### src/inc/fplc_defines.svh
// offsets, field positions, reset values and timing counts of the lock block
`ifndef FPLC_DEFINES_SVH
`define FPLC_DEFINES_SVH

// ----------------------------------------------------------------------
// fuse register offsets
// ----------------------------------------------------------------------
`define FPLC_OFF_STARTUP 4'h6
`define FPLC_OFF_APP_END 4'h7
`define FPLC_OFF_BOOT_END 4'h8
`define FPLC_OFF_LOCK_KEY 4'ha

// ----------------------------------------------------------------------
// field positions and values
// ----------------------------------------------------------------------
`define FPLC_SUT_MSB 2
`define FPLC_SUT_LSB 0
`define FPLC_LOCK_OPEN_KEY 8'hc5
`define FPLC_LIMIT_NONE 8'h00
`define FPLC_BLOCK_BYTES_LOG2 8

// ----------------------------------------------------------------------
// reset values of the sampled copies
// ----------------------------------------------------------------------
`define FPLC_RST_BYTE 8'h00
`define FPLC_RST_LOCKED 1'b1

// ----------------------------------------------------------------------
// timing
// ----------------------------------------------------------------------
`define FPLC_CLK_PERIOD_NS 25
`define FPLC_ONE_MS_IN_NS 1000000

`endif

### src/inc/fplc_pkg.sv
// types shared by the fuse partition lock block
package fplc_pkg;

  // ----------------------------------------------------------------------
  // control sequence states, one-hot
  // ----------------------------------------------------------------------
  typedef enum logic [2:0]
  {
    FPLC_ST_SAMPLE = 3'b001,
    FPLC_ST_HOLD = 3'b010,
    FPLC_ST_RUN = 3'b100
  } fplc_state_t;

  // ----------------------------------------------------------------------
  // flash section of an address
  // ----------------------------------------------------------------------
  typedef enum logic [1:0]
  {
    FPLC_SEC_BOOT = 2'h0,
    FPLC_SEC_APPLICATION_CODE_SECTION = 2'h1,
    FPLC_SEC_APPLICATION_DATA_SECTION = 2'h2
  } fplc_section_t;

  // ----------------------------------------------------------------------
  // memory space targeted by an access
  // ----------------------------------------------------------------------
  typedef enum logic [3:0]
  {
    FPLC_SP_SRAM = 4'h0,
    FPLC_SP_REGS = 4'h1,
    FPLC_SP_FLASH = 4'h2,
    FPLC_SP_EEPROM = 4'h3,
    FPLC_SP_USER_CONFIG_ROW = 4'h4,
    FPLC_SP_SIGNATURE_AREA = 4'h5,
    FPLC_SP_FUSE = 4'h6,
    FPLC_SP_DBG_CS = 4'h7,
    FPLC_SP_ASYNC_IF = 4'h8
  } fplc_space_t;

endpackage : fplc_pkg

### src/fplc_access_gate.sv
// access permission of one requester (cpu or debug port) per memory space
`timescale 1ns/1ps

module fplc_access_gate #(
  parameter bit IS_DEBUG = 1'b0
) (
  input wire logic locked_i,
  input wire logic req_i,
  input wire logic we_i,
  input wire fplc_pkg::fplc_space_t space_i,
  output logic allow_o
);

  // ----------------------------------------------------------------------
  // space decode
  // ----------------------------------------------------------------------
  wire logic sp_ro_area; // signature area or fuses
  wire logic sp_sig; // signature area only
  wire logic sp_dbg_own; // debug control space or async interface
  wire logic sp_user; // user config row
  wire logic cpu_ok; // cpu permission
  wire logic dbg_open_ok; // debug permission while open
  wire logic dbg_lock_ok; // debug permission while locked

  assign sp_sig = (space_i == fplc_pkg::FPLC_SP_SIGNATURE_AREA);
  assign sp_ro_area = sp_sig || (space_i == fplc_pkg::FPLC_SP_FUSE);
  assign sp_dbg_own = (space_i == fplc_pkg::FPLC_SP_DBG_CS) ||
                      (space_i == fplc_pkg::FPLC_SP_ASYNC_IF);
  assign sp_user = (space_i == fplc_pkg::FPLC_SP_USER_CONFIG_ROW);

  // cpu view ignores the lock state entirely
  assign cpu_ok = !(we_i && sp_ro_area) && !sp_dbg_own; // [RULE14]

  // open device: everything but signature-area writes
  assign dbg_open_ok = !(we_i && sp_sig); // [RULE13]

  // locked: own space, async interface and blind user row writes only
  assign dbg_lock_ok = sp_dbg_own || (we_i && sp_user); // [RULE9] [RULE11]

  // denied debug access to all memories when locked, except user row writes
  assign allow_o = req_i && (IS_DEBUG ?
                   (locked_i ? dbg_lock_ok : dbg_open_ok) : cpu_ok); // [RULE10]

endmodule : fplc_access_gate

### src/fplc_lock_ctrl.sv
// fuse sampling, start-up delay, flash sections and debug lock gating
//
// What this block does
// RULE1: start-up delay from three-bit fuse, 0..64 ms
// RULE2: application code end in 256-byte blocks
// RULE3: flash above code end is application data
// RULE4: code end zero: code runs to flash top
// RULE5: boot end fuse counts 256-byte blocks
// RULE6: boot end zero makes whole flash boot
// RULE7: only key c5 leaves device open
// RULE8: programmer locks by writing any other key
// RULE9: locked debug reaches own space, async interface
// RULE10: locked debug denied all memories; cpu unchanged
// RULE11: locked debug may write, not read, user row
// RULE12: denied debug reads return non-memory data
// RULE13: open debug full access, signature area read-only
// RULE14: cpu reads only signature area and fuses
// RULE15: only full device erase unlocks, resets everything
// RULE16: locked erase also clears eeprom despite preserve
// RULE17: fuses sampled at reset, held until reset
`timescale 1ns/1ps
`include "fplc_defines.svh"

module fplc_lock_ctrl #(
  // cycles per millisecond, shortened in simulation
  parameter int unsigned CYC_PER_MS =
    `FPLC_ONE_MS_IN_NS / `FPLC_CLK_PERIOD_NS
) (
  input wire logic clk_i,
  input wire logic rst_n_i,
  // raw fuse values from fuse storage
  input wire logic [7:0] fuse_startup_i,
  input wire logic [7:0] fuse_app_end_i,
  input wire logic [7:0] fuse_boot_end_i,
  input wire logic [7:0] fuse_lock_key_i,
  input wire logic fuse_eeprom_preserve_i,
  // cpu start control
  output logic cpu_run_o,
  // fuse register read port
  input wire logic fuse_rd_i,
  input wire logic [3:0] fuse_addr_i,
  output logic [7:0] fuse_rdata_o,
  // flash section lookup
  input wire logic [15:0] flash_addr_i,
  output logic [1:0] flash_section_o,
  // cpu access gate
  input wire logic cpu_req_i,
  input wire logic cpu_we_i,
  input wire fplc_pkg::fplc_space_t cpu_space_i,
  output logic cpu_grant_o,
  // debug port access gate
  input wire logic dbg_req_i,
  input wire logic dbg_we_i,
  input wire fplc_pkg::fplc_space_t dbg_space_i,
  input wire logic [7:0] dbg_mem_rdata_i,
  output logic dbg_grant_o,
  output logic dbg_rvalid_o,
  output logic [7:0] dbg_rdata_o,
  // full device erase
  input wire logic full_device_erase_i,
  output logic erase_start_o,
  output logic erase_eeprom_o,
  output logic locked_o
);

  // ----------------------------------------------------------------------
  // sampled fuse copies and state
  // ----------------------------------------------------------------------
  fplc_pkg::fplc_state_t state_r; // sequence state
  fplc_pkg::fplc_state_t state_nxt;
  logic [2:0] startup_delay_sel_r; // sampled delay code
  logic [7:0] app_code_limit_r; // sampled code end
  logic [7:0] boot_limit_r; // sampled boot end
  logic [7:0] lock_key_r; // sampled key
  logic eeprom_preserve_on_erase_r; // sampled preserve bit
  logic locked_r; // decoded lock state
  logic [31:0] delay_cnt_r; // start-up delay counter
  logic [31:0] delay_cnt_nxt;
  logic [7:0] fuse_rdata_r; // fuse read data
  logic [7:0] dbg_rdata_r; // debug read data
  logic dbg_rvalid_r; // debug read answer
  logic erase_start_r; // erase launch pulse
  logic erase_eeprom_r; // eeprom erase select

  // ----------------------------------------------------------------------
  // delay target from the code: 0, then 1 ms doubling up to 64 ms
  // ----------------------------------------------------------------------
  function automatic logic [31:0] delay_cycles(input logic [2:0] code);
    logic [31:0] res;
    res = 32'h0;
    if (code != 3'h0)
    begin
      res = 32'(CYC_PER_MS) << (code - 3'h1);
    end
    return res;
  endfunction : delay_cycles

  wire logic [31:0] delay_target; // cycles to wait
  wire logic delay_done; // delay expired
  wire logic lock_open; // key matches

  assign delay_target = delay_cycles(startup_delay_sel_r); // [RULE1]
  assign delay_done = (delay_cnt_r >= delay_target);
  // any key but the open one locks the device
  assign lock_open = (fuse_lock_key_i == `FPLC_LOCK_OPEN_KEY); // [RULE7] [RULE8]

  // ----------------------------------------------------------------------
  // sequence: sample fuses, hold cpu for the delay, run
  // ----------------------------------------------------------------------
  always_comb
  begin
    state_nxt = state_r;
    delay_cnt_nxt = delay_cnt_r;
    case (state_r)
      fplc_pkg::FPLC_ST_SAMPLE:
      begin
        // one cycle after release the fuses are captured
        state_nxt = fplc_pkg::FPLC_ST_HOLD;
        delay_cnt_nxt = 32'h0;
      end
      fplc_pkg::FPLC_ST_HOLD:
      begin
        // count until the selected start-up time elapses
        if (delay_done)
        begin
          state_nxt = fplc_pkg::FPLC_ST_RUN; // [RULE1]
        end
        else
        begin
          delay_cnt_nxt = delay_cnt_r + 32'h1;
        end
      end
      fplc_pkg::FPLC_ST_RUN:
      begin
        // stays here until the next reset
        state_nxt = fplc_pkg::FPLC_ST_RUN;
      end
      default:
      begin
        state_nxt = fplc_pkg::FPLC_ST_SAMPLE;
      end
    endcase
  end

  // state and counter flops
  always_ff @(posedge clk_i or negedge rst_n_i)
  begin
    if (!rst_n_i)
    begin
      state_r <= fplc_pkg::FPLC_ST_SAMPLE;
      delay_cnt_r <= 32'h0;
    end
    else
    begin
      state_r <= state_nxt;
      delay_cnt_r <= delay_cnt_nxt;
    end
  end

  // ----------------------------------------------------------------------
  // fuse capture, only in the sample state, then frozen
  // ----------------------------------------------------------------------
  // reset loads constants; the real fuse levels are taken after release
  wire logic capture; // sample strobe
  assign capture = (state_r == fplc_pkg::FPLC_ST_SAMPLE);

  always_ff @(posedge clk_i or negedge rst_n_i)
  begin
    if (!rst_n_i)
    begin
      startup_delay_sel_r <= 3'h0;
      app_code_limit_r <= `FPLC_RST_BYTE;
      boot_limit_r <= `FPLC_RST_BYTE;
      lock_key_r <= `FPLC_RST_BYTE;
      eeprom_preserve_on_erase_r <= 1'b0;
      locked_r <= `FPLC_RST_LOCKED; // safe until the key is known
    end
    else if (capture)
    begin
      startup_delay_sel_r <= fuse_startup_i[`FPLC_SUT_MSB:`FPLC_SUT_LSB];
      app_code_limit_r <= fuse_app_end_i; // [RULE17]
      boot_limit_r <= fuse_boot_end_i;
      lock_key_r <= fuse_lock_key_i;
      eeprom_preserve_on_erase_r <= fuse_eeprom_preserve_i;
      locked_r <= !lock_open; // [RULE17]
    end
  end

  // ----------------------------------------------------------------------
  // flash section classification
  // ----------------------------------------------------------------------
  wire logic [7:0] addr_block; // 256-byte block number
  wire logic below_boot; // inside boot blocks
  wire logic below_code; // inside code blocks
  wire logic boot_all; // boot limit zero
  wire logic code_to_top; // code limit zero

  assign addr_block = flash_addr_i[15:`FPLC_BLOCK_BYTES_LOG2]; // [RULE2]
  assign boot_all = (boot_limit_r == `FPLC_LIMIT_NONE);
  assign code_to_top = (app_code_limit_r == `FPLC_LIMIT_NONE);
  assign below_boot = (addr_block < boot_limit_r); // [RULE5]
  assign below_code = (addr_block < app_code_limit_r); // [RULE2]

  // boot-end zero overrides the code end
  assign flash_section_o =
    (boot_all || below_boot) ? fplc_pkg::FPLC_SEC_BOOT : // [RULE6]
    (code_to_top || below_code) ? fplc_pkg::FPLC_SEC_APPLICATION_CODE_SECTION : // [RULE4]
    fplc_pkg::FPLC_SEC_APPLICATION_DATA_SECTION; // [RULE3]

  // ----------------------------------------------------------------------
  // access gates
  // ----------------------------------------------------------------------
  fplc_access_gate #(
    .IS_DEBUG(1'b0)
  ) u_cpu_gate (
    .locked_i(locked_r),
    .req_i(cpu_req_i),
    .we_i(cpu_we_i),
    .space_i(cpu_space_i),
    .allow_o(cpu_grant_o)
  );

  fplc_access_gate #(
    .IS_DEBUG(1'b1)
  ) u_dbg_gate (
    .locked_i(locked_r),
    .req_i(dbg_req_i),
    .we_i(dbg_we_i),
    .space_i(dbg_space_i),
    .allow_o(dbg_grant_o)
  );

  // ----------------------------------------------------------------------
  // debug read answer: always answers, memory data only when granted
  // ----------------------------------------------------------------------
  wire logic dbg_rd; // debug read request
  wire logic [7:0] dbg_rd_val; // data to return
  assign dbg_rd = dbg_req_i && !dbg_we_i;
  // no error flag: a denied read just reads as zero
  assign dbg_rd_val = dbg_grant_o ? dbg_mem_rdata_i : 8'h00; // [RULE12]

  always_ff @(posedge clk_i or negedge rst_n_i)
  begin
    if (!rst_n_i)
    begin
      dbg_rvalid_r <= 1'b0;
      dbg_rdata_r <= 8'h00;
    end
    else
    begin
      dbg_rvalid_r <= dbg_rd;
      dbg_rdata_r <= dbg_rd ? dbg_rd_val : 8'h00; // [RULE12]
    end
  end

  // ----------------------------------------------------------------------
  // fuse register read port, sampled copies, reserved bits zero
  // ----------------------------------------------------------------------
  wire logic [7:0] fuse_sel; // decoded read value
  assign fuse_sel =
    (fuse_addr_i == `FPLC_OFF_STARTUP) ? {5'h00, startup_delay_sel_r} :
    (fuse_addr_i == `FPLC_OFF_APP_END) ? app_code_limit_r :
    (fuse_addr_i == `FPLC_OFF_BOOT_END) ? boot_limit_r :
    (fuse_addr_i == `FPLC_OFF_LOCK_KEY) ? lock_key_r : 8'h00;

  // read-only: there is no write path to these copies
  always_ff @(posedge clk_i or negedge rst_n_i)
  begin
    if (!rst_n_i)
    begin
      fuse_rdata_r <= 8'h00;
    end
    else if (fuse_rd_i)
    begin
      fuse_rdata_r <= fuse_sel; // [RULE14]
    end
  end

  // ----------------------------------------------------------------------
  // full device erase: always accepted, even when locked
  // ----------------------------------------------------------------------
  // unlock happens at the next reset when the erased fuses read open
  always_ff @(posedge clk_i or negedge rst_n_i)
  begin
    if (!rst_n_i)
    begin
      erase_start_r <= 1'b0;
      erase_eeprom_r <= 1'b0;
    end
    else
    begin
      erase_start_r <= full_device_erase_i; // [RULE15]
      if (full_device_erase_i)
      begin
        erase_eeprom_r <= locked_r || !eeprom_preserve_on_erase_r; // [RULE16]
      end
    end
  end

  // ----------------------------------------------------------------------
  // outputs
  // ----------------------------------------------------------------------
  assign cpu_run_o = (state_r == fplc_pkg::FPLC_ST_RUN);
  assign fuse_rdata_o = fuse_rdata_r;
  assign dbg_rvalid_o = dbg_rvalid_r;
  assign dbg_rdata_o = dbg_rdata_r;
  assign erase_start_o = erase_start_r;
  assign erase_eeprom_o = erase_eeprom_r;
  assign locked_o = locked_r;
endmodule : fplc_lock_ctrl

### config.mk
export PLATFORM = sky130hd
export DESIGN_NAME = fplc_lock_ctrl
export DESIGN_NICKNAME = d
export VERILOG_FILES = /design/src/inc/fplc_pkg.sv /design/src/fplc_access_gate.sv /design/src/fplc_lock_ctrl.sv
export VERILOG_INCLUDE_DIRS = /design/src /design/src/inc
export SDC_FILE = /design/constraint.sdc
export NUM_CORES = 1
export LEC_CHECK = 0
export ABC_AREA = 1
export BUFFER_PORTS_ARGS = -buffer_cell sky130_fd_sc_hd__buf_2
export CAP_MARGIN = 20
export CELL_PAD_IN_SITES_DETAIL_PLACEMENT = 1
export CELL_PAD_IN_SITES_GLOBAL_PLACEMENT = 1
export CORE_MARGIN = 1
export CORE_UTILIZATION = 36
export CTS_CLUSTER_SIZE = 25
export DETAILED_ROUTE_END_ITERATION = 6
export PLACE_DENSITY = 0.78
export SLEW_MARGIN = 10
export SYNTH_ARGS = -nofsm -noshare
export SYNTH_HDL_FRONTEND = slang
export SYNTH_SLANG_ARGS = --single-unit
### constraint.sdc
create_clock -name clk_i -period 2.6 [get_ports clk_i]
set_input_delay 0.26 -clock clk_i [delete_from_list [all_inputs] [get_ports clk_i]]
set_output_delay 0.26 -clock clk_i [all_outputs]
set_load 0.01 [all_outputs]
==> reports/qor.yml <==
detailed_routing:
  vias: 5087
  drc: 0
  drt_wl_total_um: 16100
  first_pass_iters: 4
  ant_nets: 0
  drtIter0Drc: 263
  viasPerCell: 5.07
  wl_per_cell_um: 16.0
synthesis:
  synth.avg_cell_area_um2: 7.25
  yosysUniqueCellTypes: 40
  synth-seq-area-share_pct: 40.7
  yosys_warnings: 0
  synthesis.nets: 821
  syn_inst: 705
  synth_compound_area_share_pct: 8.94
  synthAdderAreaFrac_pct: 9.55
  synthMuxAreaShare_pct: 0
  ys_ff_latch: 83
  yosys.area_share.simple_pct: 31.1
  synth_top_family_by_area: "simple AND/OR/NAND/NOR gates"
  synth_area_um2: 5110
  synth_xor_area_share_pct: 1.89
timing:
  max_freq_mhz: 384
  finalClockSkew_ns: 0.00916
  min_period_over_period_pct: 100
  worstMarginPinSlew_ns: 0.813
  drv_slew: 0
  setup_viol: 2
  hold_violations: 21
  setup_slack_ns: -0.00553
  finalCriticalPeriod_ns: 2.61
  fin_setup_tns_ns: -0.00609
  hold_ws_ns: -0.0494
  relSlewSlack_pct: 45.7
  rsz0062_at_grt: "yes"
clocking:
  cts_hold_buf: 0
  cts-root-buf: "clkbuf_16"
  worstSkewPairLatency_ns: 0.35
  cts_inserted_buffers: 9
  clk_pin_slew_ns: 0.07
  htree_levels: 3
  clkSinkCount: 83
  cts_tree: "built"
  clock_path_buffers: 2
setup_path:
  cp.arrival_ns: 2.89
  reg2reg_from: "startup_delay_sel_r[0]"
  startpoint: "startup_delay_sel_r[0]"
  start_kind: "flop"
  end_kind: "flop"
  cp_data_required_time_ns: 2.88
  crit_end: "delay_cnt_r[17]"
  r2r-end: "delay_cnt_r[17]"
  rrSetupSlack_ns: -0.006
  crit_type: "flop to flop"
  reg2regPathDepth: 18
  cp_max_fo: 7
place:
  dpl.hpwl_um: 11200
  io_buffers: 88
  dpl-instance-area_um2: 5840
  preCtsSetupSlack_ns: -0.230
  place_congestion: 0.851
die:
  fp.dieW_um: 121
  start_util_pct: 36.8
  ios: 102
  fp.dieH_um: 121
  placement_rows: 43
  dieArea_um2: 14700
  core-area_um2: 13900
global_route:
  track_usage_pct: 22.0
  grt_pass1_vias: 5268
  antenna_found_initial: 0
  grt_pass1_wl_um: 25300
  grt_max_degree: 54
  grt-ovfl-total: 0
run:
  drv_cap: 0
finish:
  nets: 934
  drive_gt1_share_pct: 22.4
  diodes: 0
  syn2layout_area_growth_pct: 27.0
  multi_input_comb_area_um2: 2830
  n_fill_cell: 1780
  final_cell_area_um2: 6490
  seq_area_um2: 2080
power:
  ir_worst_vdd_uv: 477
  powerDensity_nw_per_um2: 959
  p_leak_nw: 3.26
hold_path:
  worstHoldPathType: "input pin to asynchronous set/reset pin"
outcome:
  status: "finished with violations"
  failed_checks: "hold timing, setup timing"
==> power by group <==
part	internal, mW	total, mW	switching, mW
Sequential	1.57	1.76	0.184
Combinational	1.16	3.15	1.99
Clock	0.753	1.32	0.568
Total	3.48	6.23	2.75
==> Yosys cell counts <==
library cell | number | area, um^2
nand3_2 | 1 | 10.0
nand3_1 | 47 | 235
nand2_4 | 1 | 11.3
xor2_1 | 6 | 52.6
inv_2 | 3 | 11.3
o311a_1 | 1 | 10.0
o31a_1 | 2 | 17.5
clkinv_1 | 1 | 3.75
o21ai_0 | 47 | 235
ha_1 | 39 | 488
o21ai_1 | 1 | 5.00
o21bai_1 | 2 | 15.0
nand4_1 | 5 | 31.3
nor4_1 | 3 | 18.8
o221ai_1 | 1 | 8.76
nor3b_1 | 2 | 15.0
nor2_1 | 103 | 387
o22ai_1 | 3 | 18.8
nand2_2 | 1 | 6.26
a21oi_1 | 19 | 95.1
or2_0 | 1 | 6.26
nor2_2 | 2 | 12.5
buf_6 | 3 | 33.8
or2_2 | 1 | 6.26
dfstp_2 | 2 | 52.6
dfrtp_1 | 81 | 2030
nor3_1 | 3 | 15.0
a31oi_1 | 1 | 6.26
o21a_1 | 1 | 7.51
and2_1 | 1 | 6.26
o211ai_1 | 2 | 15.0
nand3b_1 | 1 | 7.51
clkbuf_1 | 9 | 33.8
inv_1 | 81 | 304
a211oi_1 | 3 | 22.5
buf_2 | 2 | 10.0
nor3_2 | 1 | 10.0
buf_1 | 1 | 3.75
xnor2_1 | 5 | 43.8
nand2_1 | 216 | 811
==> placed cells by master (no fill, tap or decap), types with 6 or more instances in the layout <==
cell type and count:
nand2_1 207, o21ai_0 44, nor2_2 7, inv_2 10
buf_4 22, nor2_1 96, a21oi_1 16, xor2_1 6
buf_2 87, clkbuf_16 11, inv_1 72, ha_1 34
nand3_1 43, nand2_2 7, dfrtp_1 81
==> routing by layer <==
metal / GRT usage, % / vias to the layer above / part of all wire [%]
met5: 0 / - / 0
met4: 6.48 / 0 / 2.7
met3: 4.79 / 31 / 3.9
met2: 39.5 / 113 / 52
met1: 26.2 / 2476 / 41
li1: - / 2467 / -
==> worst min path at each step <==
stage	endpoint	cells past startpoint	startpoint	slack (ns)
3_3_place_gp	delay_cnt_r[8]	1	rst_n_i	0.36
3_5_place_dp	delay_cnt_r[8]	1	rst_n_i	0.37
2_1_floorplan	app_code_limit_r[0]	0	rst_n_i	-0.04
4_1_cts	delay_cnt_r[8]	1	rst_n_i	0.001
5_1_grt	delay_cnt_r[10]	1	rst_n_i	0.003
6_report	delay_cnt_r[8]	1	rst_n_i	-0.05
==> state kept, by name (all words and copies together), names as in the netlist <==
signal	cells
app_code_limit_r	8
boot_limit_r	8
dbg_rdata_o	8
dbg_rvalid_o	1
delay_cnt_r	32
eeprom_preserve_on_erase_r	1
erase_eeprom_o	1
erase_start_o	1
fuse_rdata_o	8
lock_key_r	8
locked_o	1
startup_delay_sel_r	3
state_r	3
==> cell families after synthesis <==
logic type | after synthesis
xor gates and xnor gates | 11
adders and majority gates | 39
DFF | 83
and+or+nand+nor | 389
AOI/OAI and AO/OA | 83
buffers and inverters | 100
==> cell type report <==
| type | count | area share [%] |
|---|---|---|
| multi-input cells | 524 | 43.6 |
| flip-flops and latches | 83 | 32.0 |
| repair buffers | 115 | 11.2 |
| inverters | 85 | 4.99 |
| clock buffers | 9 | 3.47 |
| well taps | 180 | 3.47 |
| clock inverters | 7 | 1.18 |
==> critical path, stage by stage (launching register included) <==
cell       delay, ns
dfrtp_1         0.40
inv_2           0.11
ha_4            0.15
inv_2           0.04
nand2_2         0.05
nand2_2         0.08
inv_2           0.09
nand2_2         0.07
o21a_1          0.26
ha_4            0.31
nand2_4         0.04
nor2_1          0.10
nand3_1         0.12
nand3_2         0.12
nand2_4         0.07
nand2_8         0.16
clkbuf_16       0.18
nand3_1         0.08
nand2_1         0.10
==> timing repair <==
action | 4_1_cts | 5_1_grt
pin swaps | 5 | 18
resized for setup | 25 | 33
setup endpoints to repair | 34 | 34
cloned | 1 | 4
setup buffers | 2 | 6
==> metrics by stage <==
step	hold slack, ns	power, mW	utilization, %	instances
after floorplan	-0.0356	3.34	-	705
after global placement	0.363	4.00	42.0	974
after detailed placement	0.367	4.18	42.0	974
after CTS	0.00102	5.74	45.2	993
after global routing	0.00266	6.67	46.8	1003
final	-0.0494	6.23	46.8	1003
(Power assumes the default switching activity.)
